## config.mk

```make
export PLATFORM = sky130hd
export DESIGN_NAME = fvs_config
export DESIGN_NICKNAME = d
export VERILOG_FILES = /design/src/core/fvs_search_timer.v /design/src/core/fvs_config.v
export VERILOG_INCLUDE_DIRS = /design/src /design/src/core
export SDC_FILE = /design/constraint.sdc
export NUM_CORES = 1
export LEC_CHECK = 0
export ABC_AREA = 1
export ABC_CLOCK_PERIOD_IN_PS = 5600
export BUFFER_PORTS_ARGS = -buffer_cell sky130_fd_sc_hd__clkbuf_2
export CAP_MARGIN = 20
export CORE_MARGIN = 10
export CORE_UTILIZATION = 50
export DETAILED_ROUTE_END_ITERATION = 16
export PLACE_DENSITY_LB_ADDON = 0.2
export REMOVE_ABC_BUFFERS = 1
export SLEW_MARGIN = 25
export SYNTH_ARGS = -nofsm -noshare
export SYNTH_HDL_FRONTEND = slang
export SYNTH_SLANG_ARGS = --single-unit
```

## constraint.sdc

```tcl
create_clock -name clk -period 5.6 [get_ports clk]
set_input_delay 0.28 -clock clk [delete_from_list [all_inputs] [get_ports clk]]
set_output_delay 0.28 -clock clk [all_outputs]
set_load 0.05 [all_outputs]
```

## src/core/fvs_defines.vh

```
// register offsets, reset values, field positions and counts for the fec search config block
`ifndef FVS_DEFINES_VH
`define FVS_DEFINES_VH
`define FVS_OFF_MODE      8'h28
`define FVS_OFF_LVL12     8'h29
`define FVS_OFF_LVL23     8'h2a
`define FVS_OFF_LVL34     8'h2b
`define FVS_OFF_LVL56     8'h2c
`define FVS_OFF_LVL78     8'h2d
`define FVS_OFF_PUNC      8'h31
`define FVS_OFF_SCAN      8'h32
`define FVS_RST_MODE      8'h01
`define FVS_RST_LVL12     8'h1e
`define FVS_RST_LVL23     8'h14
`define FVS_RST_LVL34     8'h0f
`define FVS_RST_LVL56     8'h09
`define FVS_RST_LVL78     8'h05
`define FVS_RST_PUNC      8'h1f
`define FVS_RST_SCAN      8'h19
`define FVS_STD_QPSK      4'h0
`define FVS_STD_BPSK      4'h1
`define FVS_STD_ALT       4'h4
`define FVS_MODE_SERIAL   1
`define FVS_MODE_HIZ      0
`define FVS_SCAN_MANUAL   7
`define FVS_SCAN_AVG_LO   4
`define FVS_SCAN_TO_LO    2
`define FVS_SCAN_HYS_LO   0
`define FVS_PUNC_MASK     8'h1f
`define FVS_NUM_RATES     5
`define FVS_BLK_QPSK      8'hcc
`define FVS_BLK_ALT       8'h93
`define FVS_TO_UNIT_LOG2  10
`define FVS_AVG_BASE_LOG2 10
`define FVS_CNT_W         18
`endif

```

## src/core/fvs_search_timer.v

```verilog
// sync-word search timeout counter in bit periods
`include "fvs_defines.vh"
module fvs_search_timer (
    // clock and reset
    input  wire        clk,
    input  wire        rst_n,
    // control
    input  wire        run,
    input  wire        restart,
    input  wire        bit_tick,
    input  wire [1:0]  limit_sel,
    // result
    output reg         expired
);
    // ==========================================
    // counter, limit = (16 << sel) * 1024 bits
    reg  [`FVS_CNT_W-1:0] cnt_r;
    wire [`FVS_CNT_W-1:0] limit;
    assign limit = {{(`FVS_CNT_W-5){1'b0}}, 5'h10} << (limit_sel + `FVS_TO_UNIT_LOG2);

    always @(posedge clk or negedge rst_n) begin
        if (!rst_n) begin
            cnt_r   <= {`FVS_CNT_W{1'b0}};
            expired <= 1'b0;
        end else if (restart || !run) begin
            // without sync processing the timer is held idle
            cnt_r   <= {`FVS_CNT_W{1'b0}};
            expired <= 1'b0;
        end else if (bit_tick) begin
            if (cnt_r == limit - 1'b1) begin
                cnt_r   <= {`FVS_CNT_W{1'b0}};
                expired <= 1'b1;
            end else begin
                cnt_r   <= cnt_r + 1'b1;
                expired <= 1'b0;
            end
        end else begin
            expired <= 1'b0;
        end
    end
endmodule

```

## src/core/fvs_config.v

```verilog
// fec viterbi and sync search configuration bank with search sequencer
//
// Function
// - fec mode field selects standard and feeding
// - mode bit 1 selects serial output
// - mode bit 0 puts outputs high impedance
// - five rate thresholds with reset values
// - one threshold shared by 7/8 and 6/7
// - five puncture enables, all on after reset
// - scan bit 7 selects manual search
// - averaging field selects error rate span
// - timeout field bounds sync search duration
// - timeout steps to next phase or rate
// - timeout ignored without sync processing
// - hysteresis sets sync counter maximum blocks
// - sync disabled freezes search and byte phase
`include "fvs_defines.vh"
module fvs_config (
    // clock and reset
    input  wire       clk,
    input  wire       rst_b,
    // register port from the serial control interface
    input  wire       reg_wr,
    input  wire       reg_rd,
    input  wire [7:0] reg_addr,
    input  wire [7:0] reg_wdata,
    output reg  [7:0] reg_rdata,
    // decoder status
    input  wire       sync_word_enable,
    input  wire       bit_tick,
    input  wire       sync_found,
    // decoder configuration
    output reg  [3:0] std_sel,
    output reg        iq_feed,
    output reg        alt_std,
    output reg        serial_out,
    output reg        stream_oe,
    output reg  [7:0] vit_level,
    output reg  [2:0] rate_sel,
    output reg  [2:0] bit_phase,
    output reg  [17:0] averaging_span,
    output reg  [7:0] sync_hys_max,
    output reg  [7:0] sync_block_len,
    output reg        searching
);
    // ==========================================
    // reset synchroniser
    reg rst_s1_r;
    reg rst_s2_r;
    wire rst_n;
    always @(posedge clk or negedge rst_b) begin
        if (!rst_b) begin
            rst_s1_r <= 1'b0;
            rst_s2_r <= 1'b0;
        end else begin
            rst_s1_r <= 1'b1;
            rst_s2_r <= rst_s1_r;
        end
    end
    assign rst_n = rst_s2_r;

    // ==========================================
    // register bank
    reg [7:0] fec_mode_cfg_r;
    reg [7:0] vit_level_r [0:`FVS_NUM_RATES-1];
    reg [7:0] puncture_enable_r;
    reg [7:0] scan_control_r;
    wire [7:0] lvl_off [0:`FVS_NUM_RATES-1];
    wire [7:0] lvl_rst [0:`FVS_NUM_RATES-1];
    assign lvl_off[0] = `FVS_OFF_LVL12;
    assign lvl_off[1] = `FVS_OFF_LVL23;
    assign lvl_off[2] = `FVS_OFF_LVL34;
    assign lvl_off[3] = `FVS_OFF_LVL56;
    assign lvl_off[4] = `FVS_OFF_LVL78;
    assign lvl_rst[0] = `FVS_RST_LVL12;
    assign lvl_rst[1] = `FVS_RST_LVL23;
    assign lvl_rst[2] = `FVS_RST_LVL34;
    assign lvl_rst[3] = `FVS_RST_LVL56;
    assign lvl_rst[4] = `FVS_RST_LVL78;

    genvar gi;
    generate
        for (gi = 0; gi < `FVS_NUM_RATES; gi = gi + 1) begin : g_lvl
            always @(posedge clk or negedge rst_n) begin
                if (!rst_n) begin
                    vit_level_r[gi] <= 8'h00;
                end else if (!rst_s2_r) begin
                    vit_level_r[gi] <= 8'h00;
                end else if (reg_wr && reg_addr == lvl_off[gi]) begin
                    vit_level_r[gi] <= reg_wdata;
                end
            end
        end
    endgenerate

    integer k;
    integer j;
    always @(posedge clk or negedge rst_n) begin
        if (!rst_n) begin
            fec_mode_cfg_r    <= `FVS_RST_MODE;
            puncture_enable_r <= `FVS_RST_PUNC;
            scan_control_r    <= `FVS_RST_SCAN;
        end else begin
            if (reg_wr && reg_addr == `FVS_OFF_MODE) begin
                // unused bits are kept as written; software keeps them zero
                fec_mode_cfg_r <= reg_wdata;
            end
            if (reg_wr && reg_addr == `FVS_OFF_PUNC) begin
                puncture_enable_r <= reg_wdata;
            end
            if (reg_wr && reg_addr == `FVS_OFF_SCAN) begin
                scan_control_r <= reg_wdata;
            end
        end
    end

    // effective thresholds: reset value until first write after init
    reg [`FVS_NUM_RATES-1:0] lvl_wr_r;
    always @(posedge clk or negedge rst_n) begin
        if (!rst_n) begin
            lvl_wr_r <= {`FVS_NUM_RATES{1'b0}};
        end else begin
            for (k = 0; k < `FVS_NUM_RATES; k = k + 1) begin
                if (reg_wr && reg_addr == lvl_off[k]) begin
                    lvl_wr_r[k] <= 1'b1;
                end
            end
        end
    end
    reg [7:0] lvl_eff [0:`FVS_NUM_RATES-1];
    always @* begin
        for (j = 0; j < `FVS_NUM_RATES; j = j + 1) begin
            lvl_eff[j] = lvl_wr_r[j] ? vit_level_r[j] : lvl_rst[j];
        end
    end

    // read port, unmapped addresses read zero
    always @(posedge clk or negedge rst_n) begin
        if (!rst_n) begin
            reg_rdata <= 8'h00;
        end else if (reg_rd) begin
            case (reg_addr)
                `FVS_OFF_MODE:  reg_rdata <= fec_mode_cfg_r;
                `FVS_OFF_LVL12: reg_rdata <= lvl_eff[0];
                `FVS_OFF_LVL23: reg_rdata <= lvl_eff[1];
                `FVS_OFF_LVL34: reg_rdata <= lvl_eff[2];
                `FVS_OFF_LVL56: reg_rdata <= lvl_eff[3];
                `FVS_OFF_LVL78: reg_rdata <= lvl_eff[4];
                `FVS_OFF_PUNC:  reg_rdata <= puncture_enable_r;
                `FVS_OFF_SCAN:  reg_rdata <= scan_control_r;
                default:        reg_rdata <= 8'h00;
            endcase
        end
    end

    // ==========================================
    // field decode
    wire [3:0] mode_std;
    wire       manual;
    wire [1:0] avg_sel;
    wire [1:0] to_sel;
    wire [1:0] hys_sel;
    wire [4:0] rate_en;
    assign mode_std = fec_mode_cfg_r[7:4];
    assign manual   = scan_control_r[`FVS_SCAN_MANUAL];
    assign avg_sel  = scan_control_r[`FVS_SCAN_AVG_LO+1:`FVS_SCAN_AVG_LO];
    assign to_sel   = scan_control_r[`FVS_SCAN_TO_LO+1:`FVS_SCAN_TO_LO];
    assign hys_sel  = scan_control_r[`FVS_SCAN_HYS_LO+1:`FVS_SCAN_HYS_LO];
    assign rate_en  = puncture_enable_r[4:0];

    // ==========================================
    // search sequencer
    localparam ST_IDLE   = 2'b00;
    localparam ST_SEARCH = 2'b01;
    localparam ST_LOCKED = 2'b10;
    reg  [1:0] state_r;
    reg  [1:0] state_nxt;
    reg  [2:0] rate_r;
    reg  [2:0] rate_nxt;
    reg  [2:0] phase_r;
    reg  [2:0] phase_nxt;
    wire       auto_run;
    wire       timeout;
    wire       restart;
    wire [2:0] phase_last;

    // sync disabled: no search, byte phase frozen
    assign auto_run = sync_word_enable && !manual;
    assign restart  = state_r != ST_SEARCH;
    // bpsk feeds one bit per symbol, iq two: fewer phases to try when paired
    assign phase_last = (mode_std == `FVS_STD_BPSK) ? 3'h7 : 3'h3;

    fvs_search_timer u_timer (
        .clk       (clk),
        .rst_n     (rst_n),
        .run       (auto_run),
        .restart   (restart),
        .bit_tick  (bit_tick),
        .limit_sel (to_sel),
        .expired   (timeout)
    );

    // next enabled rate after current, wrapping; stays put if none enabled
    function [2:0] next_rate;
        input [2:0] cur;
        input [4:0] en;
        integer i;
        reg [2:0] c;
        reg [3:0] s;
        reg [3:0] d;
        reg       hit;
        begin
            next_rate = cur;
            hit = 1'b0;
            for (i = 1; i <= `FVS_NUM_RATES; i = i + 1) begin
                // four-bit sum: the wrap past rate 4 must not fold inside three bits
                s = {1'b0, cur} + i[3:0];
                d = s - 4'd5;
                c = (s >= 4'd5) ? d[2:0] : s[2:0];
                if (!hit && en[c]) begin
                    next_rate = c;
                    hit = 1'b1;
                end
            end
        end
    endfunction

    always @* begin
        state_nxt = state_r;
        rate_nxt  = rate_r;
        phase_nxt = phase_r;
        case (state_r)
            ST_IDLE: begin
                if (auto_run) begin
                    state_nxt = ST_SEARCH;
                end
            end
            ST_SEARCH: begin
                if (!auto_run) begin
                    state_nxt = ST_IDLE;
                end else if (sync_found) begin
                    state_nxt = ST_LOCKED;
                end else if (timeout) begin
                    // try every phase, then move to the next enabled rate
                    if (phase_r >= phase_last) begin
                        phase_nxt = 3'h0;
                        rate_nxt  = next_rate(rate_r, rate_en);
                    end else begin
                        phase_nxt = phase_r + 3'h1;
                    end
                end
            end
            ST_LOCKED: begin
                if (!auto_run) begin
                    state_nxt = ST_IDLE;
                end
            end
            default: state_nxt = ST_IDLE;
        endcase
    end

    always @(posedge clk or negedge rst_n) begin
        if (!rst_n) begin
            state_r <= ST_IDLE;
            rate_r  <= 3'h0;
            phase_r <= 3'h0;
        end else begin
            state_r <= state_nxt;
            rate_r  <= rate_nxt;
            phase_r <= phase_nxt;
        end
    end

    // ==========================================
    // registered outputs
    always @(posedge clk or negedge rst_n) begin
        if (!rst_n) begin
            std_sel        <= 4'h0;
            iq_feed        <= 1'b1;
            alt_std        <= 1'b0;
            serial_out     <= 1'b0;
            stream_oe      <= 1'b0;
            vit_level      <= 8'h00;
            rate_sel       <= 3'h0;
            bit_phase      <= 3'h0;
            averaging_span <= 18'h00000;
            sync_hys_max   <= 8'h00;
            sync_block_len <= 8'h00;
            searching      <= 1'b0;
        end else begin
            std_sel        <= mode_std;
            iq_feed        <= (mode_std != `FVS_STD_BPSK);
            alt_std        <= (mode_std == `FVS_STD_ALT);
            serial_out     <= fec_mode_cfg_r[`FVS_MODE_SERIAL];
            stream_oe      <= !fec_mode_cfg_r[`FVS_MODE_HIZ];
            vit_level      <= lvl_eff[rate_r];
            rate_sel       <= rate_r;
            bit_phase      <= phase_r;
            averaging_span <= 18'h00001 << (`FVS_AVG_BASE_LOG2 + {avg_sel, 1'b0});
            sync_hys_max   <= 8'h10 << hys_sel;
            sync_block_len <= (mode_std == `FVS_STD_ALT) ? `FVS_BLK_ALT : `FVS_BLK_QPSK;
            searching      <= (state_r == ST_SEARCH);
        end
    end
endmodule

```

; Yosys cells after proc, flatten, opt, wreduce, memory -nomap -nowiden
; Cells that the tools add are included.
[totals]
reg_bits = 163
out_inout_bits = 65
word_cells = 192
inputBits = 23
[classes]
n_reduce_logical = 27
bitwise_logic = 2
add_sub_neg = 15
order_cmp = 12
shift = 3
mux = 77
n_eq_ne = 23
[ops]
columns = cell, count
row1 = $mux W8, 17
row2 = $eq A8 B6 Y1 const B, 8
row3 = $pmux W8 S8, 1
row4 = $mux W18, 3
row5 = $mux W3, 12
row6 = $mux W1, 32
row7 = $shl A5 B32 Y18 const A, 1
row8 = $bmux W8 S3, 1
row9 = $ge A4 B3 Y1 const B, 5
row10 = $lt A3 B4 Y1 const B, 5
row11 = $add A18 B1 Y18 const B, 1
row12 = $eq A18 B18 Y1, 1
row13 = $shl A1 B5 Y18 const A, 1
row14 = $sub A18 B1 Y18 const B, 1
row15 = $bmux W1 S3, 5
row16 = $sub A3 B3 Y3 const B, 5
row17 = $ne A2 B1 Y1 const B, 7
row18 = $logic_and A1 B1 Y1, 13
row19 = $add A3 B2 Y4 const B, 2
row20 = $add A3 B3 Y4 const B, 2
row21 = $mux W2, 4
row22 = $shl A5 B2 Y8 const A, 1
row23 = $logic_not A1 Y1, 7
row24 = $mux W7, 1
row25 = other kinds (23), 23

; Logic depth before layout (Yosys ltp)
; Gate-level depths: netlist (run 1).
[depth]
word_depth = 39
depth_mapped = 23
ltp_nobuf = 21

; Hierarchy
; Synthesis (run 1) repeated with hierarchy kept, for this count alone.
[hier_totals]
cells_unflattened = 965
area_unflattened_um2 = 7793.7
[modules_own_cells]
columns = mod, area_per_inst_um2, cells_each, n_inst, seq_area_each_um2
row1 = fvs_config, 6468.7, 782, 1, 3115.5
row2 = fvs_search_timer, 1325.0, 183, 1, 475.5

; Worst setup path after synthesis (run 1)
; Ideal clock, no wire load.
[synth_path]
path_kind = reg2reg
startpoint = register rst_s2_r (netlist: rst_n)
endpoint = register vit_level_r[24] (netlist bit)
synth_period_minus_slack_ns = 4.437
path_slack_ns = 1.163
n_path_buf = 2
setup_time_ns = 0.131
t_required_ns = 5.469
arrival_time_ns = 4.306
path_stages_with_launch = 6
path_cell_list = dfrtp_1 -> clkbuf_1 -> nand2_1 -> inv_1 -> clkbuf_1 -> o21ai_0
[synth_via]
elab_chain_cells = 1
[synth_lines]
columns = item, line
row1 = "start, declared", fvs_config.v:49  ; reg rst_s2_r;
row2 = "start signal, assigned", fvs_config.v:57  ; rst_s2_r <= rst_s1_r;
row3 = $ne A2 B1 Y1 (no line) or $mux W8 (tied branches), n/a
row4 = "end signal, assigned by index", fvs_config.v:90  ; vit_level_r[gi] <= reg_wdata;
row5 = "end, declared", fvs_config.v:65  ; reg [7:0] vit_level_r [0:`FVS_NUM_RATES-1];
; Parallel ways exist; a longest one is shown, timed or not.
; A chain may end at the register's enable or synchronous reset.

; Worst setup path after layout (run 1)
[layout_path]
startpoint = register rate_r[0]
endpoint = register rate_r[1]
[layout_via]
elab_chain_cells = 39
[layout_lines]
columns = item, line
row1 = "start, declared", fvs_config.v:178  ; reg [2:0] rate_r;
row2 = "start signal, assigned", fvs_config.v:269  ; rate_r <= rate_nxt;
row3 = $add A3 B1 Y4, fvs_config.v:217  ; s = {1'b0, cur} + i[3:0];
row4 = $ge A4 B3 Y1 or $sub A3 B3 Y3 (tied branches), "fvs_config.v:219, fvs_config.v:218"
row5 = $mux W3, fvs_config.v:219  ; c = (s >= 4'd5) ? d[2:0] : s[2:0];
row6 = $bmux W1 S3, fvs_config.v:220  ; if (!hit && en[c]) begin
row7 = $mux W1 (implied by the code), fvs_config.v:220
row8 = $mux W1, fvs_config.v:220
row9 = $mux W1, fvs_config.v:245  ; if (phase_r >= phase_last) begin
row10 = $mux W1, fvs_config.v:243  ; end else if (timeout) begin
row11 = [... 23 more ...], n/a
row12 = $mux W1, fvs_config.v:243
row13 = $mux W1, fvs_config.v:241  ; end else if (sync_found) begin
row14 = $mux W1, fvs_config.v:239  ; if (!auto_run) begin
row15 = $mux W1, fvs_config.v:232  ; case (state_r)
row16 = $logic_not A1 Y1, fvs_config.v:220
row17 = $logic_and A1 B1 Y1, fvs_config.v:220
row18 = $reduce_bool A5 Y1 (no line), n/a
row19 = $reduce_and A6 Y1 (no line), n/a
; Parallel ways exist; a longest one is shown, timed or not. The select of a mux whose other input is x is not followed.

==> qor.txt, run 1 <==
Prevailing post-synth register cell -> dfrtp_1
Post-synthesis compound-gate area fraction -> 0.1377
Cts hold-fix bufs -> 1
Dominant cell type by area after synthesis -> dfrtp_1
CP cell instances -> buf_4 -> inv_2 -> ha_1 -> inv_1 -> fa_1 -> inv_1 -> nand3_1 -> nand2_2 -> nand2_1 -> nand3_1 -> nand3_1 -> nand2_1 -> nand3_4 -> nor2_8 -> nand3_4 -> nor2_1 -> nor2_1 -> nand2_1 -> nand2_1
Largest net degree at the start of global routing -> 53
1st-pass router iterations -> 5
Critical Path Sink Type -> flop
Std cell rows -> 44
TritonCTS clock tree -> built
Vias in the first global route -> 6165
WP data arrival -> 3460 ps
Final instance area -> 0.008437 sq mm
Crit Path Max Fanout -> 39
Final GP Congestion -> 0.9337
Area of the multi-input gates -> 0.003218 sq mm
TNS Setup -> 0 ps
Delay-heaviest family, CP -> simple AND/OR/NAND/NOR gates
Worst Slack Setup Final -> 2460 ps
Syn Area/Cell -> 8.262 sq um
Maximum buffer depth of the clock tree -> 2
Final Hold Viols -> 0
EDFF count, synth -> 0
Combinational Power Share -> 0.093
Root Driver -> clkbuf_16
Max_cap viols -> 0
I/O pin count -> 88
Synth warn -> 0
Share of layout cells above drive strength 1 -> 0.1636
Slew Viols, Final -> 0
GRT Overall Usage -> 0.1961
Detail Placement HPWL -> 14420 um
Storage element area -> 0.003595 sq mm
Yosys top cell area share -> 0.4516
M1 wire length -> 8385 um
Top cells by count, synth -> 204 x nand2_1, 133 x dfrtp_1, 114 x o21ai_0
CTS Buf Count -> 17
Core Footprint -> 0.01448 sq mm
DIE HEIGHT -> 141.4 um
Initial Util -> 0.5090
Final WL -> 19150 um
Max Clk Rate -> 0.3184 GHz
Min cycle time layout -> 3140 ps
FILL cells -> 1370
P_int -> 1.817 mW
Synth Area in Simple Gates -> 0.2516
Syn Inst Count -> 892
Layout Skew -> 8.931 ps
Drt drc -> 0
Crit path largest cell delay -> 380 ps
Post-DR wirelength/cell -> 16.48 um
Latest clock arrival within the worst-skew pair -> 430 ps
Final hold slack -> 46.40 ps
Setup CP Type -> flop to flop
Pre-CTS WS -> 2486 ps
Leading post-synthesis cells by cell area -> dfrtp_1 45%, nand2_1 10%, o21ai_0 7.7%, nand3_1 6.8%, inv_1 4.6%
Initial antenna violation count -> 0
Metal2 WL -> 9597 um
Required time of the critical path -> 5920 ps
Post-synthesis mux area share -> 0
Power Density -> 300.4 mW/mm^2
XOR/XNOR Fraction of Synth Area -> 0.01409
Sequential fraction of the synthesis area -> 0.4873
ANT nets after route -> 0
Initial DRC count -> 498
Power share of the clock group -> 0.465
Worst slew pin tran -> 709.8 ps
Headroom to the max-slew limit -> 0.5268
Ys async rst share -> 1.000
Metal3 WL -> 818 um
PortBufs -> 73
Worst path slowest cell -> fa_1
Synth Area in Adders -> 0.02309
Switching share of power -> 0.2833
Status -> finished, final reports clean
First-pass GRT wire length -> 31540 um
Most common cell in the netlist -> nand2_1
Total grt overflow -> 0
Highest routed layer -> met4
Nets -> 1001
Die area -> 0.02000 sq mm
Diodes inserted -> 0
Most used cell, CP -> nand2_1
Max rail drop VDD -> 281.8 uV
Cts repair resizes -> 0
Netlist cell types -> 50
Vias per std cell -> 5.398
Setup-failing EPs final -> 0
H-tree Lvls -> 4
Postcts setup bufs -> 0
Clock Sink Count -> 143
Switch Pwr -> 0.7181 mW
Final Cycle Share -> 0.5608
Synth Register Bits -> 143
Largest family of logic cells by synthesized area -> simple AND/OR/NAND/NOR gates
Type of the worst min-delay path -> primary input to flop
Via count -> 6273
Die X -> 141.4 um
Synth Cell Area -> 0.007370 sq mm
Startpoint types -> flop
Reg clk slew, reported paths -> 60 ps
RSZ-0062 raised after global routing -> no
Leakage -> 4.058 nW
Area Overhead vs Synth -> 14.48%
Reg power frac -> 0.443
Crit path buf inv count -> 4
Dpl cell area -> 0.007814 sq mm
-- power by group through the flow --
stage / Clock [mW] / Combinational [mW] / Sequential [mW]
6_report: 1.18 / 0.235 / 1.12
4_1_cts: 1.20 / 0.236 / 1.12
3_5_place_dp: 0 / 0.234 / 1.14
5_1_grt: 1.25 / 0.258 / 1.13
3_3_place_gp: 0 / 0.232 / 1.14
2_1_floorplan: 0 / 0.105 / 1.19
-- routing by layer --
metal / global-route usage / up-vias
met4: 0.06240 / 0
met1: 0.2489 / 3026
met5: 0 / -
met2: 0.3229 / 140
met3: 0.04706 / 25
li1: - / 3082
-- worst reg2reg max path, delay by kind of cell (launching register included) --
family | cells | cell delay [ps]
buffers and inverters | 4 | 730
adders and majority gates | 2 | 580
and+or+nand+nor | 13 | 1380
DFF | 1 | 360
-- registers in the layout (all words and copies together) (netlist names) --
signal and flops:
std_sel 4, scan_control_r 8, fec_mode_cfg_r 8, searching 1, puncture_enable_r 8, sync_block_len 3, reg_rdata 8, rate_r 3
u_timer.cnt_r 18, serial_out 1, sync_hys_max 4, bit_phase 3, averaging_span 8, rst_s1_r 1, state_r 2, vit_level 8
iq_feed 1, vit_level_r 40, phase_r 3, rate_sel 3, rst_n 1, stream_oe 1, lvl_wr_r 5, u_timer.expired 1
-- cells by family after synthesis --
logic type / count (synthesis)
simple gates: 401
compound gates: 180
flops: 143
buf+inv: 142
fa+ha+maj: 13
xor+xnor: 11
other cells: 2
-- path summary, 6_finish.rpt --
| kind | from | end | slack (ps) | cells after the start |
|---|---|---|---|---|
| max in group asynchronous | rst_n | iq_feed | 4260 | 1 |
| hold reg to reg | rst_s1_r | rst_n | 350 | 0 |
| setup reg to reg | rate_r[0] | rate_r[1] | 2460 | 19 |
| min in group asynchronous | rst_b | rst_s1_r | 160 | 2 |
| hold / removal | sync_found | state_r[0] | 50 | 2 |
| setup / recovery | rate_r[0] | rate_r[1] | 2460 | 19 |
-- layout by cell type, fill, tap and decap left out, drive strengths merged --
master / instances
nand2: 215
dfrtp: 133
o21ai: 122
inv: 110
nand3: 106
clkbuf: 90
nor2: 50
conb: 20
a21oi: 20
nand4: 14
ha: 12
dfstp: 10
xor2: 10
nor3: 10
o211ai: 7
o22ai: 7
o31ai: 7
a31oi: 4
o2111ai: 4
buf: 4
nor4: 2
a32o: 2
a21boi: 2
o221ai: 2
bufinv: 2
clkinv: 2
nand3b: 1
o21a: 1
a211oi: 1
xnor2: 1
and3b: 1
or2: 1
and3: 1
a22o: 1
fa: 1
clkinvlp: 1
dlygate4sd3: 1
-- metrics by stage --
| stage | std cells | utilization | total power [mW] |
|---|---|---|---|
| after global routing | 1162 | 0.5827 | 2.634 |
| after global placement | 1129 | 0.5397 | 1.371 |
| final | 1162 | 0.5827 | 2.535 |
| after CTS | 1162 | 0.5827 | 2.556 |
| after floorplan | 868 | - | 1.300 |
| after detailed placement | 1129 | 0.5397 | 1.375 |
-- final cells by class --
cell class              instances  share of cell area
flip-flops and latches        143              0.4261
inverters                     100             0.04449
multi-input cells             625              0.3814
well taps                     184             0.02729
repair buffers                 78             0.04805
clock inverters                15             0.02225
clock buffers                  17             0.05042
No activity file was read; power rests on OpenSTA's default activity.
==> run 2, diff against run 1 <==
--- a/config.mk
+++ b/config.mk
@@ -6,8 +6,8 @@
 export SDC_FILE = /design/constraint.sdc
 export NUM_CORES = 1
 export LEC_CHECK = 0
-export ABC_AREA = 1
-export ABC_CLOCK_PERIOD_IN_PS = 5600
+export ABC_AREA = 0
+export ABC_CLOCK_PERIOD_IN_PS = 3070
 export BUFFER_PORTS_ARGS = -buffer_cell sky130_fd_sc_hd__clkbuf_2
 export CAP_MARGIN = 20
 export CORE_MARGIN = 10
==> constraint.sdc (replaced) <==
create_clock -name clk -period 3.07 [get_ports clk]
set_input_delay 0.1535 -clock clk [delete_from_list [all_inputs] [get_ports clk]]
set_output_delay 0.1535 -clock clk [all_outputs]
set_load 0.05 [all_outputs]
==> qor.txt, run 2 <==
Worst reg2reg setup slack -> 160 ps (-2300 ps)
TritonCTS clock tree -> built
Most frequent cells in the layout -> 132 x dfrtp_1, 85 x nand2_1, 73 x clkbuf_2, 48 x nor2_1, 42 x nand3_1
Maximum buffer depth of the clock tree -> 2 (unchanged)
Synth Register Bits -> 143 (unchanged)
Std cell rows -> 44 (unchanged)
Final GP Congestion -> 0.9327 (-0.11%)
RSZ-0062 raised after global routing -> no
Synth Area in Adders -> 0.02251 (-0.0005809)
Initial antenna violation count -> 0 (unchanged)
Die area -> 0.02044 sq mm (+2.2%)
GRT Overall Usage -> 0.2085 (+0.01242)
Top flop regs -> vit_level_r: 40 flops, u_timer.cnt_r: 18 flops
Synth warn -> 0 (unchanged)
Non-filler cells, final -> 1042 (-10%)
Clock Sink Count -> 143 (unchanged)
CTS Buf Count -> 17 (unchanged)
First-pass GRT wire length -> 33350 um (+5.8%)
Power Density -> 507.1 mW/mm^2 (+69%)
Finished Core Util -> 0.5932 (+0.01051)
Leakage -> 3.935 nW (-3.0%)
ANT nets after route -> 0 (unchanged)
Vias per std cell -> 5.970 (+11%)
Prevailing post-synth register cell -> dfrtp_1
CP endpoint -> rate_r[0]
Headroom to the max-slew limit -> 0.5231 (-0.003729)
XOR/XNOR Fraction of Synth Area -> 0.01953 (+0.005438)
Diodes inserted -> 0 (unchanged)
Synth Area in Simple Gates -> 0.1928 (-0.05880)
Type of the worst min-delay path -> primary input to async pin
Latest clock arrival within the worst-skew pair -> 420 ps (about the same)
Drt drc -> 0 (unchanged)
Vias in the first global route -> 6112 (-0.86%)
Area of the multi-input gates -> 0.003659 sq mm (+14%)
Sequential fraction of the synthesis area -> 0.4750 (-0.01226)
Worst slew pin tran -> 713.8 ps (+4.051 ps)
Initial DRC count -> 695 (+40%)
Min cycle time layout -> 2905 ps (-234.9 ps)
Post-synthesis mux area share -> 0.06289 (+0.06289)
Ys async rst share -> 1.000 (unchanged)
Leading post-synthesis cells by cell area -> dfrtp_1 44%, nand2_1 4.3%, mux2_2 3.6%, dfstp_2 3.5%, a21boi_0 3.3%
Crit path from -> rate_r[0]
DIE HEIGHT -> 143.0 um (+1.1%)
Required time of the critical path -> 3410 ps (-2510 ps)
Largest net degree at the start of global routing -> 66 (+25%)
Detail Placement HPWL -> 15290 um (+6.0%)
Dominant cell type by area after synthesis -> dfrtp_1
CP cell instances -> inv_2 -> ha_1 -> inv_1 -> fa_1 -> a21oi_4 -> xnor2_1 -> and3b_1 -> a41oi_2 -> o21ai_0 -> a2bb2o_4 -> a311o_1 -> a32oi_1
Share of layout cells above drive strength 1 -> 0.2063 (+0.04269)
Slew Viols, Final -> 0 (unchanged)
I/O pin count -> 88 (unchanged)
Commonest non-fill, non-tap cell in the layout -> dfrtp_1
Critical Path Sink Type -> flop
Top cells by count, synth -> 133 x dfrtp_1, 86 x nand2_1, 48 x nor2_1
Layout Skew -> 8.701 ps (-0.2297 ps)
PortBufs -> 73 (unchanged)
Pre-CTS WS -> 143.9 ps (-2342 ps)
Dpl cell area -> 0.008107 sq mm (+3.7%)
Via count -> 6221 (-0.83%)
Storage element area -> 0.003595 sq mm (unchanged)
Crit path largest cell delay -> 450 ps (+70 ps)
H-tree Lvls -> 4 (unchanged)
Final Hold Viols -> 0 (unchanged)
Post-DR wirelength/cell -> 20.00 um (+21%)
Root Driver -> clkbuf_16
Area Overhead vs Synth -> 15.34%
Reg2Reg Launch Point -> rate_r[0]
Yosys top cell area share -> 0.4403 (-0.01136)
Post-synthesis compound-gate area fraction -> 0.1749 (+0.03725)
DP Cell Count -> 1008 (-11%)
Synth Cell Area -> 0.007560 sq mm (+2.6%)
Core Footprint -> 0.01470 sq mm (+1.5%)
FF-to-FF path depth -> 12 (-7)
Reg clk slew, reported paths -> 60 ps (about the same)
Syn Inst Count -> 768 (-14%)
Crit Path Max Fanout -> 5 (-87%)
EDFF count, synth -> 0 (unchanged)
Max rail drop VDD -> 466.2 uV (+65%)
WP data arrival -> 3250 ps (-210 ps)
Number of flip-flops in the largest register -> 40 (unchanged)
Final instance area -> 0.008720 sq mm (+3.4%)
Die X -> 143.0 um (+1.1%)
Max_cap viols -> 0 (unchanged)
Setup-failing EPs final -> 0 (unchanged)
Worst Slack Setup Final -> 164.6 ps (-2295 ps)
Max Clk Rate -> 0.3442 GHz (+8.1%)
Netlist cell types -> 78 (+56%)
Initial Util -> 0.5143 (+0.005313)
Worst path slowest cell -> dfrtp_1
Biggest register -> vit_level_r
Most common cell in the netlist -> dfrtp_1
Nets -> 881 (-12%)
Syn Area/Cell -> 9.843 sq um (+19%)
Largest family of logic cells by synthesized area -> simple AND/OR/NAND/NOR gates
Setup CP Type -> flop to flop
1st-pass router iterations -> 7 (+2)
Final Cycle Share -> 0.9464 (+0.3856)
Status -> finished, final reports clean
Startpoint types -> flop
R2R Path End -> rate_r[0]
Final hold slack -> 47.17 ps (+0.7681 ps)
Final WL -> 20840 um (+8.8%)
FILL cells -> 1246 (-9.1%)
Total grt overflow -> 0 (unchanged)
## run 2: cell families after synthesis
| group | count (synthesis) |
|---|---|
| AND/OR/NAND/NOR | 290 |
| AO/OA/AOI/OAI | 179 |
| flip-flops | 143 |
| buffers and inverters | 82 |
| multiplexers | 43 |
| XOR/XNOR | 16 |
| adder cells (fa/ha/maj) | 13 |
| other | 2 |
## run 2: final cells by class
class	count	area share
Multi-Input combinational cell	561	0.4196
Inverter	26	0.01119
Clock buffer	20	0.05123
Tap cell	184	0.02640
Sequential cell	143	0.4123
Clock inverter	12	0.01564
Timing Repair Buffer	96	0.06371
## run 2: worst min path at each step
stage                       endpoint  slack (ps)
after floorplan                rst_n        -140
after global placement      rst_s1_r         -60
after detailed placement    rst_s1_r         -60
after CTS                      rst_n          30
after global routing      state_r[1]          50
final                          rst_n          50
## run 2: power breakdown
part,total (mW),switching [mW],internal [mW]
registers,1.99,0.0552,1.93
logic,0.382,0.280,0.101
clock network,2.05,0.827,1.22
## run 2: routing by layer
metal  wire length (um)  GRT usage  vias to the layer above
li1                   -          -                     2869
met1               9228     0.2771                     3042
met2               9485     0.3246                      267
met3               1642    0.05240                       43
met5                  0          0                        -
met4                482    0.07220                        0
## run 2: critical path, delay by kind of cell (launching register included)
| family | cells | cell delay [ps] |
|---|---|---|
| compound gates | 6 | 1290 |
| flops | 1 | 450 |
| xor+xnor | 1 | 130 |
| fa+ha+maj | 2 | 580 |
| simple gates | 1 | 210 |
| buf+inv | 2 | 160 |
## run 2: what timing repair did
item,4_1_cts,5_1_grt
buffers inserted,0,0
gates resized for setup,0,2
hold buffers,2,0
endpoints found under the hold margin,3,0
endpoints found under the setup margin,0,3
## run 2: through the flow
stage / power [mW] / setup TNS [ps]
after floorplan: 2.259 / -276710
after global placement: 2.394 / 0
after detailed placement: 2.401 / 0
after CTS: 4.450 / 0
after global routing: 4.569 / 0
final: 4.422 / 0
==> run 3, diff against run 2 <==
--- a/config.mk
+++ b/config.mk
@@ -11,7 +11,7 @@
 export BUFFER_PORTS_ARGS = -buffer_cell sky130_fd_sc_hd__clkbuf_2
 export CAP_MARGIN = 20
 export CORE_MARGIN = 10
-export CORE_UTILIZATION = 50
+export CORE_UTILIZATION = 39
 export DETAILED_ROUTE_END_ITERATION = 16
 export PLACE_DENSITY_LB_ADDON = 0.2
 export REMOVE_ABC_BUFFERS = 1
==> qor.txt, run 3 (same netlist as run 2, synthesis figures left out) <==
P_int -> 3.279 mW (+0.62%)
Slew Viols, Final -> 0 (unchanged)
Crit path buf inv count -> 1 (-1)
RSZ-0062 raised after global routing -> no
Detail Placement HPWL -> 15220 um (-0.44%)
Reg power frac -> 0.447 (-0.003)
FILL cells -> 1866 (+50%)
Vias per std cell -> 5.436 (-8.9%)
1st-pass router iterations -> 6 (-1)
Maximum buffer depth of the clock tree -> 2 (unchanged)
Most frequent cells in the layout -> 132 x dfrtp_1, 86 x nand2_1, 73 x clkbuf_2, 48 x nor2_1, 42 x nand3_1
Final hold slack -> 32.12 ps (-15.05 ps)
Setup CP Type -> flop to flop
Headroom to the max-slew limit -> 0.4939 (-0.02918)
I/O pin count -> 88 (unchanged)
Status -> finished, final reports clean
Final WL -> 21040 um (+0.96%)
PortBufs -> 73 (unchanged)
Required time of the critical path -> 3410 ps (about the same)
Type of the worst min-delay path -> primary input to flop
Commonest non-fill, non-tap cell in the layout -> dfrtp_1
Max Clk Rate -> 0.3459 GHz (+0.50%)
Finished Core Util -> 0.4682 (-0.1250)
Final Hold Viols -> 0 (unchanged)
Worst path slowest cell -> dfrtp_1
GRT Overall Usage -> 0.1658 (-0.04275)
Initial antenna violation count -> 0 (unchanged)
Share of layout cells above drive strength 1 -> 0.2114 (+0.005088)
Die X -> 159.2 um (+11%)
Crit path largest cell delay -> 410 ps (-40 ps)
Clock Sink Count -> 143 (unchanged)
Std cell rows -> 50 (+14%)
Crit Path Max Fanout -> 25 (+20)
Top Usage Layer GRT -> met2
Max_cap viols -> 0 (unchanged)
Via count -> 6094 (-2.0%)
Largest net degree at the start of global routing -> 62 (-6.1%)
Met1 usage -> 0.2250 (-0.05201)
Area Overhead vs Synth -> 17.01%
Power share of the clock group -> 0.466 (+0.002)
WP data arrival -> 3230 ps (-20 ps)
Initial DRC count -> 562 (-19%)
Delay-heaviest family, CP -> compound AO/OA/AOI/OAI gates
Crit path from -> rate_r[0]
DIE HEIGHT -> 159.2 um (+11%)
Worst slew pin tran -> 753.3 ps (+39.52 ps)
Combinational Power Share -> 0.087 (about the same)
Hold wc startpoint -> sync_word_enable
Reg clk slew, reported paths -> 60 ps (about the same)
CTS Buf Count -> 17 (unchanged)
TritonCTS clock tree -> built
Min cycle time layout -> 2891 ps (-14.48 ps)
Nets -> 884 (+0.34%)
CP cell instances -> buf_4 -> ha_1 -> and3b_1 -> o31ai_4 -> xor2_2 -> a211o_1 -> a31oi_4 -> a2bb2o_4 -> a311o_1 -> a32oi_1
Total power -> 4.444 mW (+0.51%)
H-tree Lvls -> 4 (unchanged)
Layout Skew -> 10.23 ps (+1.524 ps)
TNS Setup -> 0 ps (unchanged)
Dpl cell area -> 0.008224 sq mm (+1.5%)
Final GP Congestion -> 0.9098 (-2.5%)
Switching share of power -> 0.2622 (-0.0008292)
Latest clock arrival within the worst-skew pair -> 420 ps (about the same)
Post-DR wirelength/cell -> 18.77 um (-6.2%)
Number of flip-flops in the largest register -> 40 (unchanged)
Power Density -> 502.4 mW/mm^2 (-0.93%)
Biggest register -> vit_level_r
Initial Util -> 0.4001 (-0.1142)
Final instance area -> 0.008846 sq mm (+1.4%)
Final Cycle Share -> 0.9417 (-0.004716)
Startpoint types -> flop
Diodes inserted -> 0 (unchanged)
Vias in the first global route -> 5901 (-3.5%)
Top flop regs -> vit_level_r: 40 flops, u_timer.cnt_r: 18 flops
Total grt overflow -> 0 (unchanged)
Leakage -> 3.946 nW (+0.27%)
Switch Pwr -> 1.165 mW (+0.19%)
Setup-failing EPs final -> 0 (unchanged)
M3 GR Usage -> 0.03770 (-0.01471)
ANT nets after route -> 0 (unchanged)
Root Driver -> clkbuf_16
First-pass GRT wire length -> 33870 um (+1.6%)
Drt drc -> 0 (unchanged)
Critical Path Sink Type -> flop
Die area -> 0.02535 sq mm (+24%)
Core Footprint -> 0.01889 sq mm (+29%)
Max rail drop VDD -> 372.3 uV (-20%)
Reg2Reg Launch Point -> rate_r[0]
GR Layer Usage met2 -> 0.2569 (-0.06774)
## run 3: final cells by class
cell class	count	area, sq um	area share
multi-input combinational	561	3662	0.4140
sequential	143	3595	0.4064
timing repair buffer	99	578.1	0.06535
clock buffer	20	456.7	0.05163
tap	260	325.3	0.03678
clock inverter	12	131.4	0.01485
inverter	26	97.59	0.01103
## run 3: routing by layer
layer | routed length, um | share of wire
met5 | 0 | 0
met4 | 350 | 0.017
met3 | 1366 | 0.065
met2 | 9828 | 0.47
met1 | 9490 | 0.45
## run 3: what timing repair did
action                                  4_1_cts  5_1_grt
setup buffers                                 0        0
hold endpoints to repair                      3        0
hold buffers                                  2        0
endpoints found under the setup margin        0        3
gates resized for setup                       0        3
## run 3: power groups by stage
stage          Combinational, mW  Sequential [mW]  Clock (mW)
3_5_place_dp               0.384             2.02           0
2_1_floorplan              0.151             2.11           0
3_3_place_gp               0.384             2.02           0
4_1_cts                    0.387             1.99        2.12
5_1_grt                    0.417             1.99        2.19
6_report                   0.386             1.99        2.07
## run 3: worst paths after layout
path,end,slack (ps),cells after the start
setup / recovery,rate_r[0],180,10
hold reg to reg,vit_level_r[21],270,0
hold / removal,state_r[1],30,3
setup reg to reg,rate_r[0],180,10
min in group asynchronous,rst_n,70,2
max in group asynchronous,iq_feed,1970,1
## run 3: stage by stage
stage / setup WS (ps) / cells
after floorplan: -1739 / 730
after global placement: 176.2 / 1087
after detailed placement: 125.9 / 1087
after CTS: 81.30 / 1121
after global routing: 30.73 / 1121
final: 179.1 / 1121
## run 3: tightest hold or removal path: stages
cell      delay [ps]
clkbuf_2          90
nand2b_1         110
nor2_1            60
